===== config.mk =====
export PLATFORM = sky130hd
export DESIGN_NAME = phy_power_control_regs
export DESIGN_NICKNAME = d
export VERILOG_FILES = /design/src/common/phy_power_control_pkg.sv /design/src/hw/phy_power_control_regs.sv
export VERILOG_INCLUDE_DIRS = /design/src /design/src/common
export SDC_FILE = /design/constraint.sdc
export NUM_CORES = 1
export LEC_CHECK = 0
export ABC_AREA = 1
export BUFFER_PORTS_ARGS = -buffer_cell sky130_fd_sc_hd__clkbuf_2
export CELL_PAD_IN_SITES_DETAIL_PLACEMENT = 1
export CELL_PAD_IN_SITES_GLOBAL_PLACEMENT = 2
export CORE_ASPECT_RATIO = 1.1
export CORE_MARGIN = 2
export CORE_UTILIZATION = 35
export DETAILED_ROUTE_END_ITERATION = 8
export MAX_ROUTING_LAYER = met4
export PLACE_DENSITY = 0.83
export SYNTH_ARGS = -nofsm -noshare
export SYNTH_HDL_FRONTEND = slang
export SYNTH_SLANG_ARGS = --single-unit
export TNS_END_PERCENT = 5

===== constraint.sdc =====
create_clock -name clk -period 6.4 [get_ports clk]
set_input_delay 0.32 -clock clk [delete_from_list [all_inputs] [get_ports clk]]
set_output_delay 0.32 -clock clk [all_outputs]
set_load 0.01 [all_outputs]

===== src/common/phy_power_control_defines.svh =====
// Register indices, field positions, reset values and timing constants
`ifndef PHY_POWER_CONTROL_DEFINES_SVH
`define PHY_POWER_CONTROL_DEFINES_SVH

// ======================================================================
// Bus geometry
`define AXI_ADDR_W 12
`define REG_IDX_W 10
`define RESP_OKAY 2'h0
`define RESP_SLVERR 2'h2

// ======================================================================
// Register indices (byte address is four times the index)
`define IDX_SLEEP_WAKE 10'h0d6
`define IDX_PHY_RESET 10'h0d8
`define IDX_BASIC_CTRL 10'h0e4
`define IDX_BASIC_STAT 10'h0e6
`define IDX_POWER_MODE 10'h0c0
`define IDX_GLOBAL_RESET 10'h0c2

// ======================================================================
// Reset values and writable masks
`define SLEEP_WAKE_RESET 16'h080c
`define BASIC_CTRL_RESET 16'h3120
`define BASIC_CTRL_WMASK 16'h7f3f
`define PHY_RESET_WMASK 16'hfffe
`define BASIC_STAT_FIXED 16'h7808

// ======================================================================
// Field positions
`define WAKE_MSB 15
`define WAKE_LSB 8
`define SLEEP_MSB 7
`define SLEEP_LSB 0
`define PHY_RESET_BIT 0
`define CTRL_LOOPBACK 14
`define CTRL_FORCE_100 13
`define CTRL_AN_ENABLE 12
`define CTRL_AN_RESTART 9
`define CTRL_FORCE_FULL 8
`define CTRL_XOVER_SCHEME 5
`define CTRL_FORCE_XOVER 4
`define CTRL_NO_AUTO_XOVER 3
`define CTRL_TX_DISABLE 1
`define CTRL_LED_OFF 0
`define STAT_AN_DONE 5
`define STAT_LINK_UP 2
`define MODE_MSB 1
`define MODE_LSB 0
`define MODE_LOW_POWER_BIT 8

// ======================================================================
// Timing
`define CLK_MHZ 100
`define TICK_TIME_US 1000
`define WAKE_UNIT_MS 16
`define SLEEP_UNIT_MS 1000
`define MS_COUNT_W 18

`endif


===== src/common/phy_power_control_pkg.sv =====
// Types shared by the PHY power and control register block
package phy_power_control_pkg;

  // Power management mode encodings
  typedef enum logic [1:0] {
    MODE_NORMAL = 2'h0,
    MODE_ENERGY_DETECT = 2'h1,
    MODE_SOFT_POWER_DOWN = 2'h2,
    MODE_POWER_SAVING = 2'h3
  } pm_mode_t;

  // Power state, one-hot
  typedef enum logic [1:0] {
    PWR_NORMAL = 2'b01,
    PWR_LOW = 2'b10
  } pwr_state_t;

  // Control levels toward the PHY
  typedef struct packed {
    logic loopback;
    logic force_100;
    logic an_enable;
    logic an_restart;
    logic force_full;
    logic crossover_scheme_select;
    logic force_crossover;
    logic no_auto_crossover;
    logic tx_disable;
    logic led_off;
  } phy_ctrl_t;

  // Live status from the PHY
  typedef struct packed {
    logic energy;
    logic an_done;
    logic link_up;
  } phy_stat_t;

endpackage


===== src/hw/phy_power_control_regs.sv =====
// AXI4-Lite register block for PHY power management and basic control
`include "phy_power_control_defines.svh"

// Functional notes
// RULE1: Mode 00 normal, 01 energy detect
// RULE2: Mode 10 soft power down, 11 power saving
// RULE3: Energy detect wakes on energy or host read
// RULE4: Soft power down wakes only on host read
// RULE5: Wake field resets 0x08, 16 ms units
// RULE6: Wake after energy held for wake time
// RULE7: Sleep field resets 0x0C, 1 s units
// RULE8: Sleep after no energy for sleep time
// RULE9: Software never programs zero timer fields
// RULE10: Write one pulses PHY reset, self clearing
// RULE11: Bit 14 loops host data through PHY
// RULE12: Bit 13 forces 100 or 10, resets one
// RULE13: Bit 12 enables auto-negotiation, resets one
// RULE14: Bit 9 restarts auto-negotiation
// RULE15: Bit 8 forces duplex without negotiation
// RULE16: Bits 5,4,3 control crossover behaviour
// RULE17: Bit 1 disables the transmitter
// RULE18: Bit 0 turns all LEDs off
// RULE19: Status shows fixed capability bits
// RULE20: Status bit 5 shows negotiation complete
// RULE21: Status bit 2 shows link up
// RULE22: Timers use prescaled ticks, restart on change
module phy_power_control_regs
  import phy_power_control_pkg::*;
#(
  parameter int MS_CYCLES = `TICK_TIME_US * `CLK_MHZ
) (
  input wire logic clk,
  input wire logic reset,
  input wire logic [`AXI_ADDR_W-1:0] s_axi_awaddr,
  input wire logic s_axi_awvalid,
  output logic s_axi_awready,
  input wire logic [31:0] s_axi_wdata,
  input wire logic [3:0] s_axi_wstrb,
  input wire logic s_axi_wvalid,
  output logic s_axi_wready,
  output logic [1:0] s_axi_bresp,
  output logic s_axi_bvalid,
  input wire logic s_axi_bready,
  input wire logic [`AXI_ADDR_W-1:0] s_axi_araddr,
  input wire logic s_axi_arvalid,
  output logic s_axi_arready,
  output logic [31:0] s_axi_rdata,
  output logic [1:0] s_axi_rresp,
  output logic s_axi_rvalid,
  input wire logic s_axi_rready,
  input wire phy_stat_t phy_stat,
  output phy_ctrl_t phy_ctrl,
  output logic phy_reset_pulse,
  output logic low_power,
  output logic power_saving
);

  // ====================================================================
  // Bus and register state
  logic aw_held, next_aw_held;
  logic w_held, next_w_held;
  logic [`AXI_ADDR_W-1:0] awaddr_q, next_awaddr_q;
  logic [31:0] wdata_q, next_wdata_q;
  logic [3:0] wstrb_q, next_wstrb_q;
  logic bvalid, next_bvalid;
  logic [1:0] bresp, next_bresp;
  logic rvalid, next_rvalid;
  logic [1:0] rresp, next_rresp;
  logic [31:0] rdata, next_rdata;
  logic [15:0] sleep_wake_timing, next_sleep_wake_timing;
  logic [15:0] phy_block_reset, next_phy_block_reset;
  logic [15:0] phy_basic_control, next_phy_basic_control;
  pm_mode_t mode, next_mode;
  logic next_phy_reset_pulse;
  logic [15:0] basic_status;
  logic [`REG_IDX_W-1:0] widx, ridx;
  logic do_write, ar_take, host_wake;
  logic [15:0] wdata16;
  logic [1:0] wstrb16;

  // ====================================================================
  // Power state and timer state
  pwr_state_t state, next_state;
  logic energy_prev, next_energy_prev;
  logic [31:0] prescale, next_prescale;
  logic [`MS_COUNT_W-1:0] ms_count, next_ms_count;
  logic ms_tick, restart;
  logic [`MS_COUNT_W-1:0] wake_limit, sleep_limit;
  localparam logic [31:0] PRESCALE_LAST = 32'(MS_CYCLES - 1);

  // Merge byte lanes of the low half word under a writable mask
  function automatic logic [15:0] lane_merge(
    input logic [15:0] old_val,
    input logic [15:0] new_val,
    input logic [1:0] strb,
    input logic [15:0] mask
  );
    logic [15:0] sel;
    sel = {{8{strb[1]}}, {8{strb[0]}}} & mask;
    lane_merge = (old_val & ~sel) | (new_val & sel);
  endfunction

  // Handshake outputs and decode
  assign s_axi_awready = !aw_held;
  assign s_axi_wready = !w_held;
  assign s_axi_arready = !rvalid;
  assign s_axi_bvalid = bvalid;
  assign s_axi_bresp = bresp;
  assign s_axi_rvalid = rvalid;
  assign s_axi_rresp = rresp;
  assign s_axi_rdata = rdata;
  assign widx = awaddr_q[`AXI_ADDR_W-1:2];
  assign ridx = s_axi_araddr[`AXI_ADDR_W-1:2];
  assign do_write = aw_held && w_held && !bvalid;
  assign ar_take = s_axi_arvalid && !rvalid;
  assign host_wake = ar_take && (ridx == `IDX_GLOBAL_RESET); // RULE3 RULE4
  assign wdata16 = wdata_q[15:0];
  assign wstrb16 = wstrb_q[1:0];

  // Fixed capabilities merged with live negotiation and link status
  always_comb begin
    basic_status = `BASIC_STAT_FIXED; // RULE19
    basic_status[`STAT_AN_DONE] = phy_stat.an_done; // RULE20
    basic_status[`STAT_LINK_UP] = phy_stat.link_up; // RULE21
  end

  // Next values of the bus slave and the register file
  always_comb begin
    next_aw_held = aw_held;
    next_w_held = w_held;
    next_awaddr_q = awaddr_q;
    next_wdata_q = wdata_q;
    next_wstrb_q = wstrb_q;
    next_bvalid = bvalid;
    next_bresp = bresp;
    next_rvalid = rvalid;
    next_rresp = rresp;
    next_rdata = rdata;
    next_sleep_wake_timing = sleep_wake_timing;
    next_phy_block_reset = phy_block_reset;
    next_phy_basic_control = phy_basic_control;
    next_mode = mode;
    next_phy_reset_pulse = 1'b0;
    if (s_axi_awvalid && !aw_held) begin
      next_aw_held = 1'b1;
      next_awaddr_q = s_axi_awaddr;
    end
    if (s_axi_wvalid && !w_held) begin
      next_w_held = 1'b1;
      next_wdata_q = s_axi_wdata;
      next_wstrb_q = s_axi_wstrb;
    end
    if (bvalid && s_axi_bready) begin
      next_bvalid = 1'b0;
    end
    if (do_write) begin
      next_aw_held = 1'b0;
      next_w_held = 1'b0;
      next_bvalid = 1'b1;
      next_bresp = `RESP_OKAY;
      case (widx)
        `IDX_SLEEP_WAKE: begin
          next_sleep_wake_timing = lane_merge(sleep_wake_timing, wdata16,
            wstrb16, 16'hffff);
        end
        `IDX_PHY_RESET: begin
          next_phy_block_reset = lane_merge(phy_block_reset, wdata16,
            wstrb16, `PHY_RESET_WMASK);
          next_phy_reset_pulse = wstrb16[0] &&
            wdata16[`PHY_RESET_BIT]; // RULE10
        end
        `IDX_BASIC_CTRL: begin
          next_phy_basic_control = lane_merge(phy_basic_control, wdata16,
            wstrb16, `BASIC_CTRL_WMASK);
        end
        `IDX_POWER_MODE: begin
          if (wstrb16[0]) begin
            next_mode = pm_mode_t'(wdata16[`MODE_MSB:`MODE_LSB]);
          end
        end
        `IDX_BASIC_STAT, `IDX_GLOBAL_RESET: begin
          next_bresp = `RESP_OKAY;
        end
        default: begin
          next_bresp = `RESP_SLVERR;
        end
      endcase
    end
    // A host wake out of soft power down drops back to normal mode
    if (host_wake && state == PWR_LOW && mode == MODE_SOFT_POWER_DOWN) begin
      next_mode = MODE_NORMAL; // RULE4
    end
    if (rvalid && s_axi_rready) begin
      next_rvalid = 1'b0;
    end
    if (ar_take) begin
      next_rvalid = 1'b1;
      next_rresp = `RESP_OKAY;
      next_rdata = 32'h0;
      case (ridx)
        `IDX_SLEEP_WAKE: next_rdata[15:0] = sleep_wake_timing;
        `IDX_PHY_RESET: begin
          next_rdata[15:0] = phy_block_reset & `PHY_RESET_WMASK; // RULE10
        end
        `IDX_BASIC_CTRL: next_rdata[15:0] = phy_basic_control;
        `IDX_BASIC_STAT: next_rdata[15:0] = basic_status;
        `IDX_POWER_MODE: begin
          next_rdata[`MODE_MSB:`MODE_LSB] = mode;
          next_rdata[`MODE_LOW_POWER_BIT] = (state == PWR_LOW);
        end
        `IDX_GLOBAL_RESET: next_rdata = 32'h0;
        default: next_rresp = `RESP_SLVERR;
      endcase
    end
  end

  // Register the bus slave and the register file
  always_ff @(posedge clk or posedge reset) begin
    if (reset) begin
      aw_held <= 1'b0;
      w_held <= 1'b0;
      awaddr_q <= '0;
      wdata_q <= 32'h0;
      wstrb_q <= 4'h0;
      bvalid <= 1'b0;
      bresp <= `RESP_OKAY;
      rvalid <= 1'b0;
      rresp <= `RESP_OKAY;
      rdata <= 32'h0;
      sleep_wake_timing <= `SLEEP_WAKE_RESET; // RULE5 RULE7
      phy_block_reset <= 16'h0;
      phy_basic_control <= `BASIC_CTRL_RESET; // RULE12 RULE13 RULE16
      mode <= MODE_NORMAL;
      phy_reset_pulse <= 1'b0;
    end else begin
      aw_held <= next_aw_held;
      w_held <= next_w_held;
      awaddr_q <= next_awaddr_q;
      wdata_q <= next_wdata_q;
      wstrb_q <= next_wstrb_q;
      bvalid <= next_bvalid;
      bresp <= next_bresp;
      rvalid <= next_rvalid;
      rresp <= next_rresp;
      rdata <= next_rdata;
      sleep_wake_timing <= next_sleep_wake_timing;
      phy_block_reset <= next_phy_block_reset;
      phy_basic_control <= next_phy_basic_control;
      mode <= next_mode;
      phy_reset_pulse <= next_phy_reset_pulse;
    end
  end

  // Control levels straight from the control register flops
  assign phy_ctrl.loopback = phy_basic_control[`CTRL_LOOPBACK]; // RULE11
  assign phy_ctrl.force_100 = phy_basic_control[`CTRL_FORCE_100]; // RULE12
  assign phy_ctrl.an_enable = phy_basic_control[`CTRL_AN_ENABLE]; // RULE13
  assign phy_ctrl.an_restart = phy_basic_control[`CTRL_AN_RESTART]; // RULE14
  assign phy_ctrl.force_full = phy_basic_control[`CTRL_FORCE_FULL]; // RULE15
  assign phy_ctrl.crossover_scheme_select =
    phy_basic_control[`CTRL_XOVER_SCHEME]; // RULE16
  assign phy_ctrl.force_crossover = phy_basic_control[`CTRL_FORCE_XOVER];
  assign phy_ctrl.no_auto_crossover =
    phy_basic_control[`CTRL_NO_AUTO_XOVER]; // RULE16
  assign phy_ctrl.tx_disable = phy_basic_control[`CTRL_TX_DISABLE]; // RULE17
  assign phy_ctrl.led_off = phy_basic_control[`CTRL_LED_OFF]; // RULE18
  assign low_power = (state == PWR_LOW);
  assign power_saving = (mode == MODE_POWER_SAVING); // RULE2

  // ====================================================================
  // Timers: millisecond prescaler and elapsed count since last change
  assign restart = (phy_stat.energy != energy_prev) ||
    (next_state != state); // RULE22
  assign ms_tick = (prescale == PRESCALE_LAST);
  assign wake_limit = `MS_COUNT_W'(sleep_wake_timing[`WAKE_MSB:`WAKE_LSB]
    * `WAKE_UNIT_MS); // RULE5
  assign sleep_limit = `MS_COUNT_W'(sleep_wake_timing[`SLEEP_MSB:`SLEEP_LSB]
    * `SLEEP_UNIT_MS); // RULE7

  // Next power state; a zero timer field would act at once (RULE9)
  always_comb begin
    next_state = state;
    next_energy_prev = phy_stat.energy;
    case (state)
      PWR_NORMAL: begin
        if (mode == MODE_SOFT_POWER_DOWN) begin
          next_state = PWR_LOW; // RULE2
        end else if (mode == MODE_ENERGY_DETECT && !phy_stat.energy &&
                     ms_count >= sleep_limit) begin
          next_state = PWR_LOW; // RULE8
        end
      end
      PWR_LOW: begin
        if (host_wake) begin
          next_state = PWR_NORMAL; // RULE3 RULE4
        end else if (mode == MODE_ENERGY_DETECT && phy_stat.energy &&
                     ms_count >= wake_limit) begin
          next_state = PWR_NORMAL; // RULE6
        end else if (mode == MODE_NORMAL || mode == MODE_POWER_SAVING) begin
          next_state = PWR_NORMAL; // RULE1
        end
      end
      default: next_state = PWR_NORMAL;
    endcase
  end

  // Next values of the prescaler and the millisecond count
  always_comb begin
    next_prescale = prescale + 32'h1;
    next_ms_count = ms_count;
    if (restart) begin
      next_prescale = 32'h0; // RULE22
      next_ms_count = '0;
    end else if (ms_tick) begin
      next_prescale = 32'h0;
      if (ms_count != '1) begin
        next_ms_count = ms_count + `MS_COUNT_W'(1);
      end
    end
  end

  // Register power state and timers
  always_ff @(posedge clk or posedge reset) begin
    if (reset) begin
      state <= PWR_NORMAL;
      energy_prev <= 1'b0;
      prescale <= 32'h0;
      ms_count <= '0;
    end else begin
      state <= next_state;
      energy_prev <= next_energy_prev;
      prescale <= next_prescale;
      ms_count <= next_ms_count;
    end
  end
endmodule // phy_power_control_regs


**Word-level counts from Yosys, hierarchy flattened**

Index checks and enable logic that the tools add are counted.

- Add/sub/neg operators: 2
- Multiply operators: 1
- Muxes and demuxes: 31
- Bitwise operators: 12
- Divide/modulo/power cells: 0
- Reduce and logical (&&, ||, !) cells: 39
- Eq/ne operators: 21
- $lt $le $gt $ge: 2
- Shift operators: 0

Operator list:

| operator | count |
|---|---|
| 10-bit by 8-bit == test with 1-bit output, second input constant | 12 |
| 16-bit bitwise AND | 5 |
| 32-bit 2-to-1 mux | 2 |
| 18-bit 2-to-1 mux | 3 |
| 16-bit bitwise OR | 3 |
| 32-bit by 1-bit adder with 32-bit output, second input constant | 1 |
| 32-bit by 17-bit == test with 1-bit output, second input constant | 1 |
| 16-bit NOT | 2 |
| 7-bit one-hot mux with 4 select lines | 1 |
| 6-bit one-hot mux with 4 select lines | 1 |
| 2-bit 2-to-1 mux | 11 |
| 18-bit by 1-bit adder with 18-bit output, second input constant | 1 |
| 18-bit by 12-bit greater-or-equal comparator with 1-bit output | 1 |
| 18-bit greater-or-equal comparator | 1 |
| 18-bit inequality test, second input constant | 1 |
| 2-bit nonzero test | 9 |
| 16-bit by 15-bit bitwise AND with 16-bit output | 1 |
| 15-bit NOT with 16-bit output | 1 |
| 1-bit logical AND | 15 |
| 8-bit by 7-bit multiplier with 15-bit output, second input constant | 1 |
| 6-bit OR reduction | 2 |
| 1-bit 2-to-1 mux | 10 |
| 2-bit one-hot mux with 4 select lines | 1 |
| 2-bit AND reduction | 4 |
| other kinds (10) | 18 |

- Flip-flop bits (word level): 158
- ROM bits: 0
- Output and inout port bits: 54
- Bits in latches: 0
- RAM bits: 0
- Memories: 0

**Longest topological paths before layout**

- Depth after elaboration: 10
- Gate-level depth with buffers: 31
- Gate-level depth less buffers: 30

**Worst setup path before layout**

Ideal clock, no wire load.

- Path kind: reg-to-reg
- From: register with a tool-made name
- To: register ms_count[10]
- Setup slack: 1.227 ns
- Buffers on the path: 1
- Data arrival time: 5.052 ns
- Cell stages (with the launch flop): 31
- Setup time: 0.121 ns
- Cell sequence: dfstp_2 > fa_1 > inv_1 > fa_1 > fa_1 > fa_1 > inv_1 > ha_1 > inv_1 > nor3_1 > a21oi_1 > nor2_1 > inv_1 > o31ai_1 > xor2_1 > ha_1 > nand2_1 > inv_1 > nand2_1 > nand2_1 > a21oi_1 > nand3_1 > nand2_1 > nand2_1 > nand2_1 > nand2_1 > nand2_1 > nand2_1 > nand2_1 > buf_2 > nor2_1

RTL lines:

| element | line | text |
|---|---|---|
| end signal: assignment | phy_power_control_regs.sv:333 | `ms_count <= next_ms_count;` |
| end: declaration | phy_power_control_regs.sv:86 | `` logic [`MS_COUNT_W-1:0] ms_count, next_ms_count; `` |

==> key figures <==
STA
  • Slew Viols, Final: 0
  • Max Clk Rate: 170 MHz
  • Clock skew: 0.0132 ns
  • Hold_ws: 0.0452 ns
  • Final worst setup slack: 0.522 ns
  • Worst Tran Pin Value: 0.860 ns
  • Fin crit share: 0.918
  • Final Hold Viols: 0
  • Worst slew margin: 0.426
  • # setup viols final: 0
  • Final Critical Period: 5.88 ns

Synth
  • Yosys top cell by area: dfrtp_1
  • #FFs+latches synth: 150
  • Sequential share of the synthesized area: 0.393
  • Gate Count Post-Synth: 1188
  • Most frequent cell after synthesis: nand2_1
  • Share of the synthesized area in the top cell type: 0.371
  • Mapped Area: 0.00957 mm^2
  • Ys Warns: 0
  • Main flop type after synthesis: dfrtp_1
  • Top cells by area, synth: dfrtp_1 (37%), nand2_1 (10%), ha_1 (9.0%)
  • Synthesized area per cell: 8.05 um^2
  • Synth top cells by count: nand2_1 (255), inv_1 (177), dfrtp_1 (142), nor2_1 (127), o21ai_0 (78)
  • Async SR Flop Fraction: 1.00
  • Post-synth cell types: 49
  • EDFF count, synth: 0

Clock tree
  • Clock net sink count: 150
  • Clock transition at the registers of the reported paths: 0.07 ns
  • H-tree levels: 4
  • Latest clock arrival within the worst-skew pair: 0.43 ns
  • CTS tree: yes
  • Clk buf depth: 2
  • Cts hold-fix bufs: 0
  • CTS root buf: clkbuf_16
  • Cts bufs inserted: 17

Worst setup path
  • Critical Path Most Common Cell: nand2_1
  • CP Data Arrival Time: 6.20 ns
  • Crit path launch type: flip-flop
  • FF-to-FF path depth: 31
  • Worst Path Required: 6.72 ns
  • RR Endpoint: ms_count[16]$_DFFE_PP0P_
  • Max stage delay on crit path: 0.62 ns
  • Worst-path maximum fanout: 25
  • Setup crit end kind: flip-flop
  • Reg2reg setup slack: 0.52 ns
  • Slowest-stage cell, CP: dfstp_2
  • Worst Path Class, Setup: flip-flop to flip-flop

Detailed routing
  • Final WL: 25400 um
  • Residual DRC: 0
  • First DRT Iteration DRCs: 353
  • DR vias: about 7900
  • Avg WL per Cell: 15.5 um
  • Drt pass-1 iters: 5
  • Vias per inst: slightly below 5
  • Detail Route Antenna Nets: 0

Finish
  • Core Util, Final: 0.405
  • Proportion of layout cells with a drive suffix above 1: 0.132
  • Nets: 1427
  • Antenna Cells: 0
  • Synthesis-to-finish area growth: 14.1%

Run
  • Max-cap violations: 0

Global route
  • Total track usage: 0.190
  • Grt ovf: 0
  • Antenna violations before repair: 0
  • First-pass GRT wire length: between 40000 and 50000 um
  • Largest net degree at the start of global routing: 87
  • Vias in the first global route: ~8400

Placed design
  • Final GP Congestion: around 0.86
  • Post-detailed-placement half-perimeter wirelength: 18900 um
  • Buffers on Ports: 83
  • Post-place setup slack: 0.378 ns

Power and ir drop
  • Leakage power: 5.39 nW
  • Power density over cell area: 255 mW/mm^2
  • Peak VDD IR: 0.000177 V

Die
  • Floorplan row count: 63
  • DIE HEIGHT: 177 um
  • Initial Utilization: 0.355
  • Core Region: 0.0270 mm^2
  • I/O Pins: about 120
  • Die area: 0.0287 mm^2
  • Die Wd: 162 um

Outcome
  • Run status: finished, final reports clean

Worst hold path
  • Worst min path class: input port to async pin
where the power goes:
group	total [mW]	switching, mW	internal [mW]	leakage [nW]
combinational	0.591	0.390	0.201	3.13
sequential	1.12	0.0569	1.07	1.96
clock	1.06	0.496	0.568	0.300
worst max path at each step:
stage / end / cells past startpoint / from
floorplan: ms_count[10]$_DFFE_PP0P_ / 30 / flip-flop
global placement: prescale[17]$_DFF_PP0_ / 31 / flip-flop
detailed placement: prescale[20]$_DFF_PP0_ / 31 / flip-flop
CTS: ms_count[12]$_DFFE_PP0P_ / 31 / flip-flop
global route: ms_count[16]$_DFFE_PP0P_ / 30 / flip-flop
finish: ms_count[16]$_DFFE_PP0P_ / 31 / flip-flop
cell type report:
| cell class | count | area (um^2) |
|---|---|---|
| timing repair buffer | 92 | 513 |
| sequential | 150 | 3760 |
| tap | 357 | 447 |
| clock inverter | 15 | 194 |
| fill | 3314 | 16000 |
| inverter | 181 | 684 |
| multi-input combinational | 825 | 4890 |
| clock buffer | 17 | 425 |
metrics by stage:
step | TNS [ns] | cell area (um^2) | instances | power, mW
2_1_floorplan | 0 | 9630 | 1205 | 1.54
3_3_place_gp | 0 | 10200 | 1600 | 1.69
3_5_place_dp | 0 | 10200 | 1600 | 1.71
4_1_cts | 0 | 10800 | 1632 | 2.79
5_1_grt | -0.0151 | 10900 | 1637 | 2.95
6_report | 0 | 10900 | 1637 | 2.78
worst max-delay path: cells and delay by family (launching register included):
family / cells / cell delay, ns
flip-flops: 1 / 0.62
adder cells (fa/ha/maj): 6 / 2.39
AND/OR/NAND/NOR: 14 / 1.35
AO/OA/AOI/OAI: 3 / 0.45
buffers and inverters: 6 / 0.59
XOR/XNOR: 2 / 0.39
layer usage:
metal | vias up | GRT usage | wire length, um | part of all wire
met5 | - | - | 0 | 0
met4 | 0 | 0.0450 | 345 | 0.014
met3 | 30 | 0.0334 | 700 | 0.028
met2 | 112 | 0.332 | 12800 | 0.50
met1 | 3825 | 0.229 | 11600 | 0.46
li1 | 3924 | - | - | -
repair_timing:
action	in CTS	in global routing
setup buffers	0	4
setup endpoints to repair	0	50
gates resized for setup	0	4
cells by family (layout without fill, tap and decap cells):
logic type	after synthesis	after routing	synth area share
simple gates	519	519	0.236
flops	150	150	0.393
fa+ha+maj	90	90	0.134
mux	6	6	0.00706
compound gates	150	150	0.0867
xor+xnor	42	42	0.0384
other cells	1	18	0.000392
buf+inv	230	305	0.104
layout by cell type, fill, tap and decap left out, types with 7 or more instances in the layout:
| master | Yosys | routed |
|---|---|---|
| ha_1 | 69 | 69 |
| nor4_1 | 8 | 8 |
| fa_1 | 21 | 21 |
| o21ai_0 | 78 | 78 |
| nand4_1 | 23 | 23 |
| clkbuf_2 | 0 | 83 |
| xor2_1 | 36 | 36 |
| inv_1 | 177 | 176 |
| buf_4 | 28 | 7 |
| dfrtp_1 | 142 | 141 |
| nand2_1 | 255 | 254 |
| nand3_1 | 46 | 46 |
| nor3_1 | 30 | 30 |
| a21oi_1 | 46 | 45 |
| clkbuf_16 | 0 | 18 |
| dfstp_2 | 8 | 8 |
| nor2_1 | 127 | 127 |
| conb_1 | 1 | 18 |
Note: power is estimated with default switching activity, not from simulation.
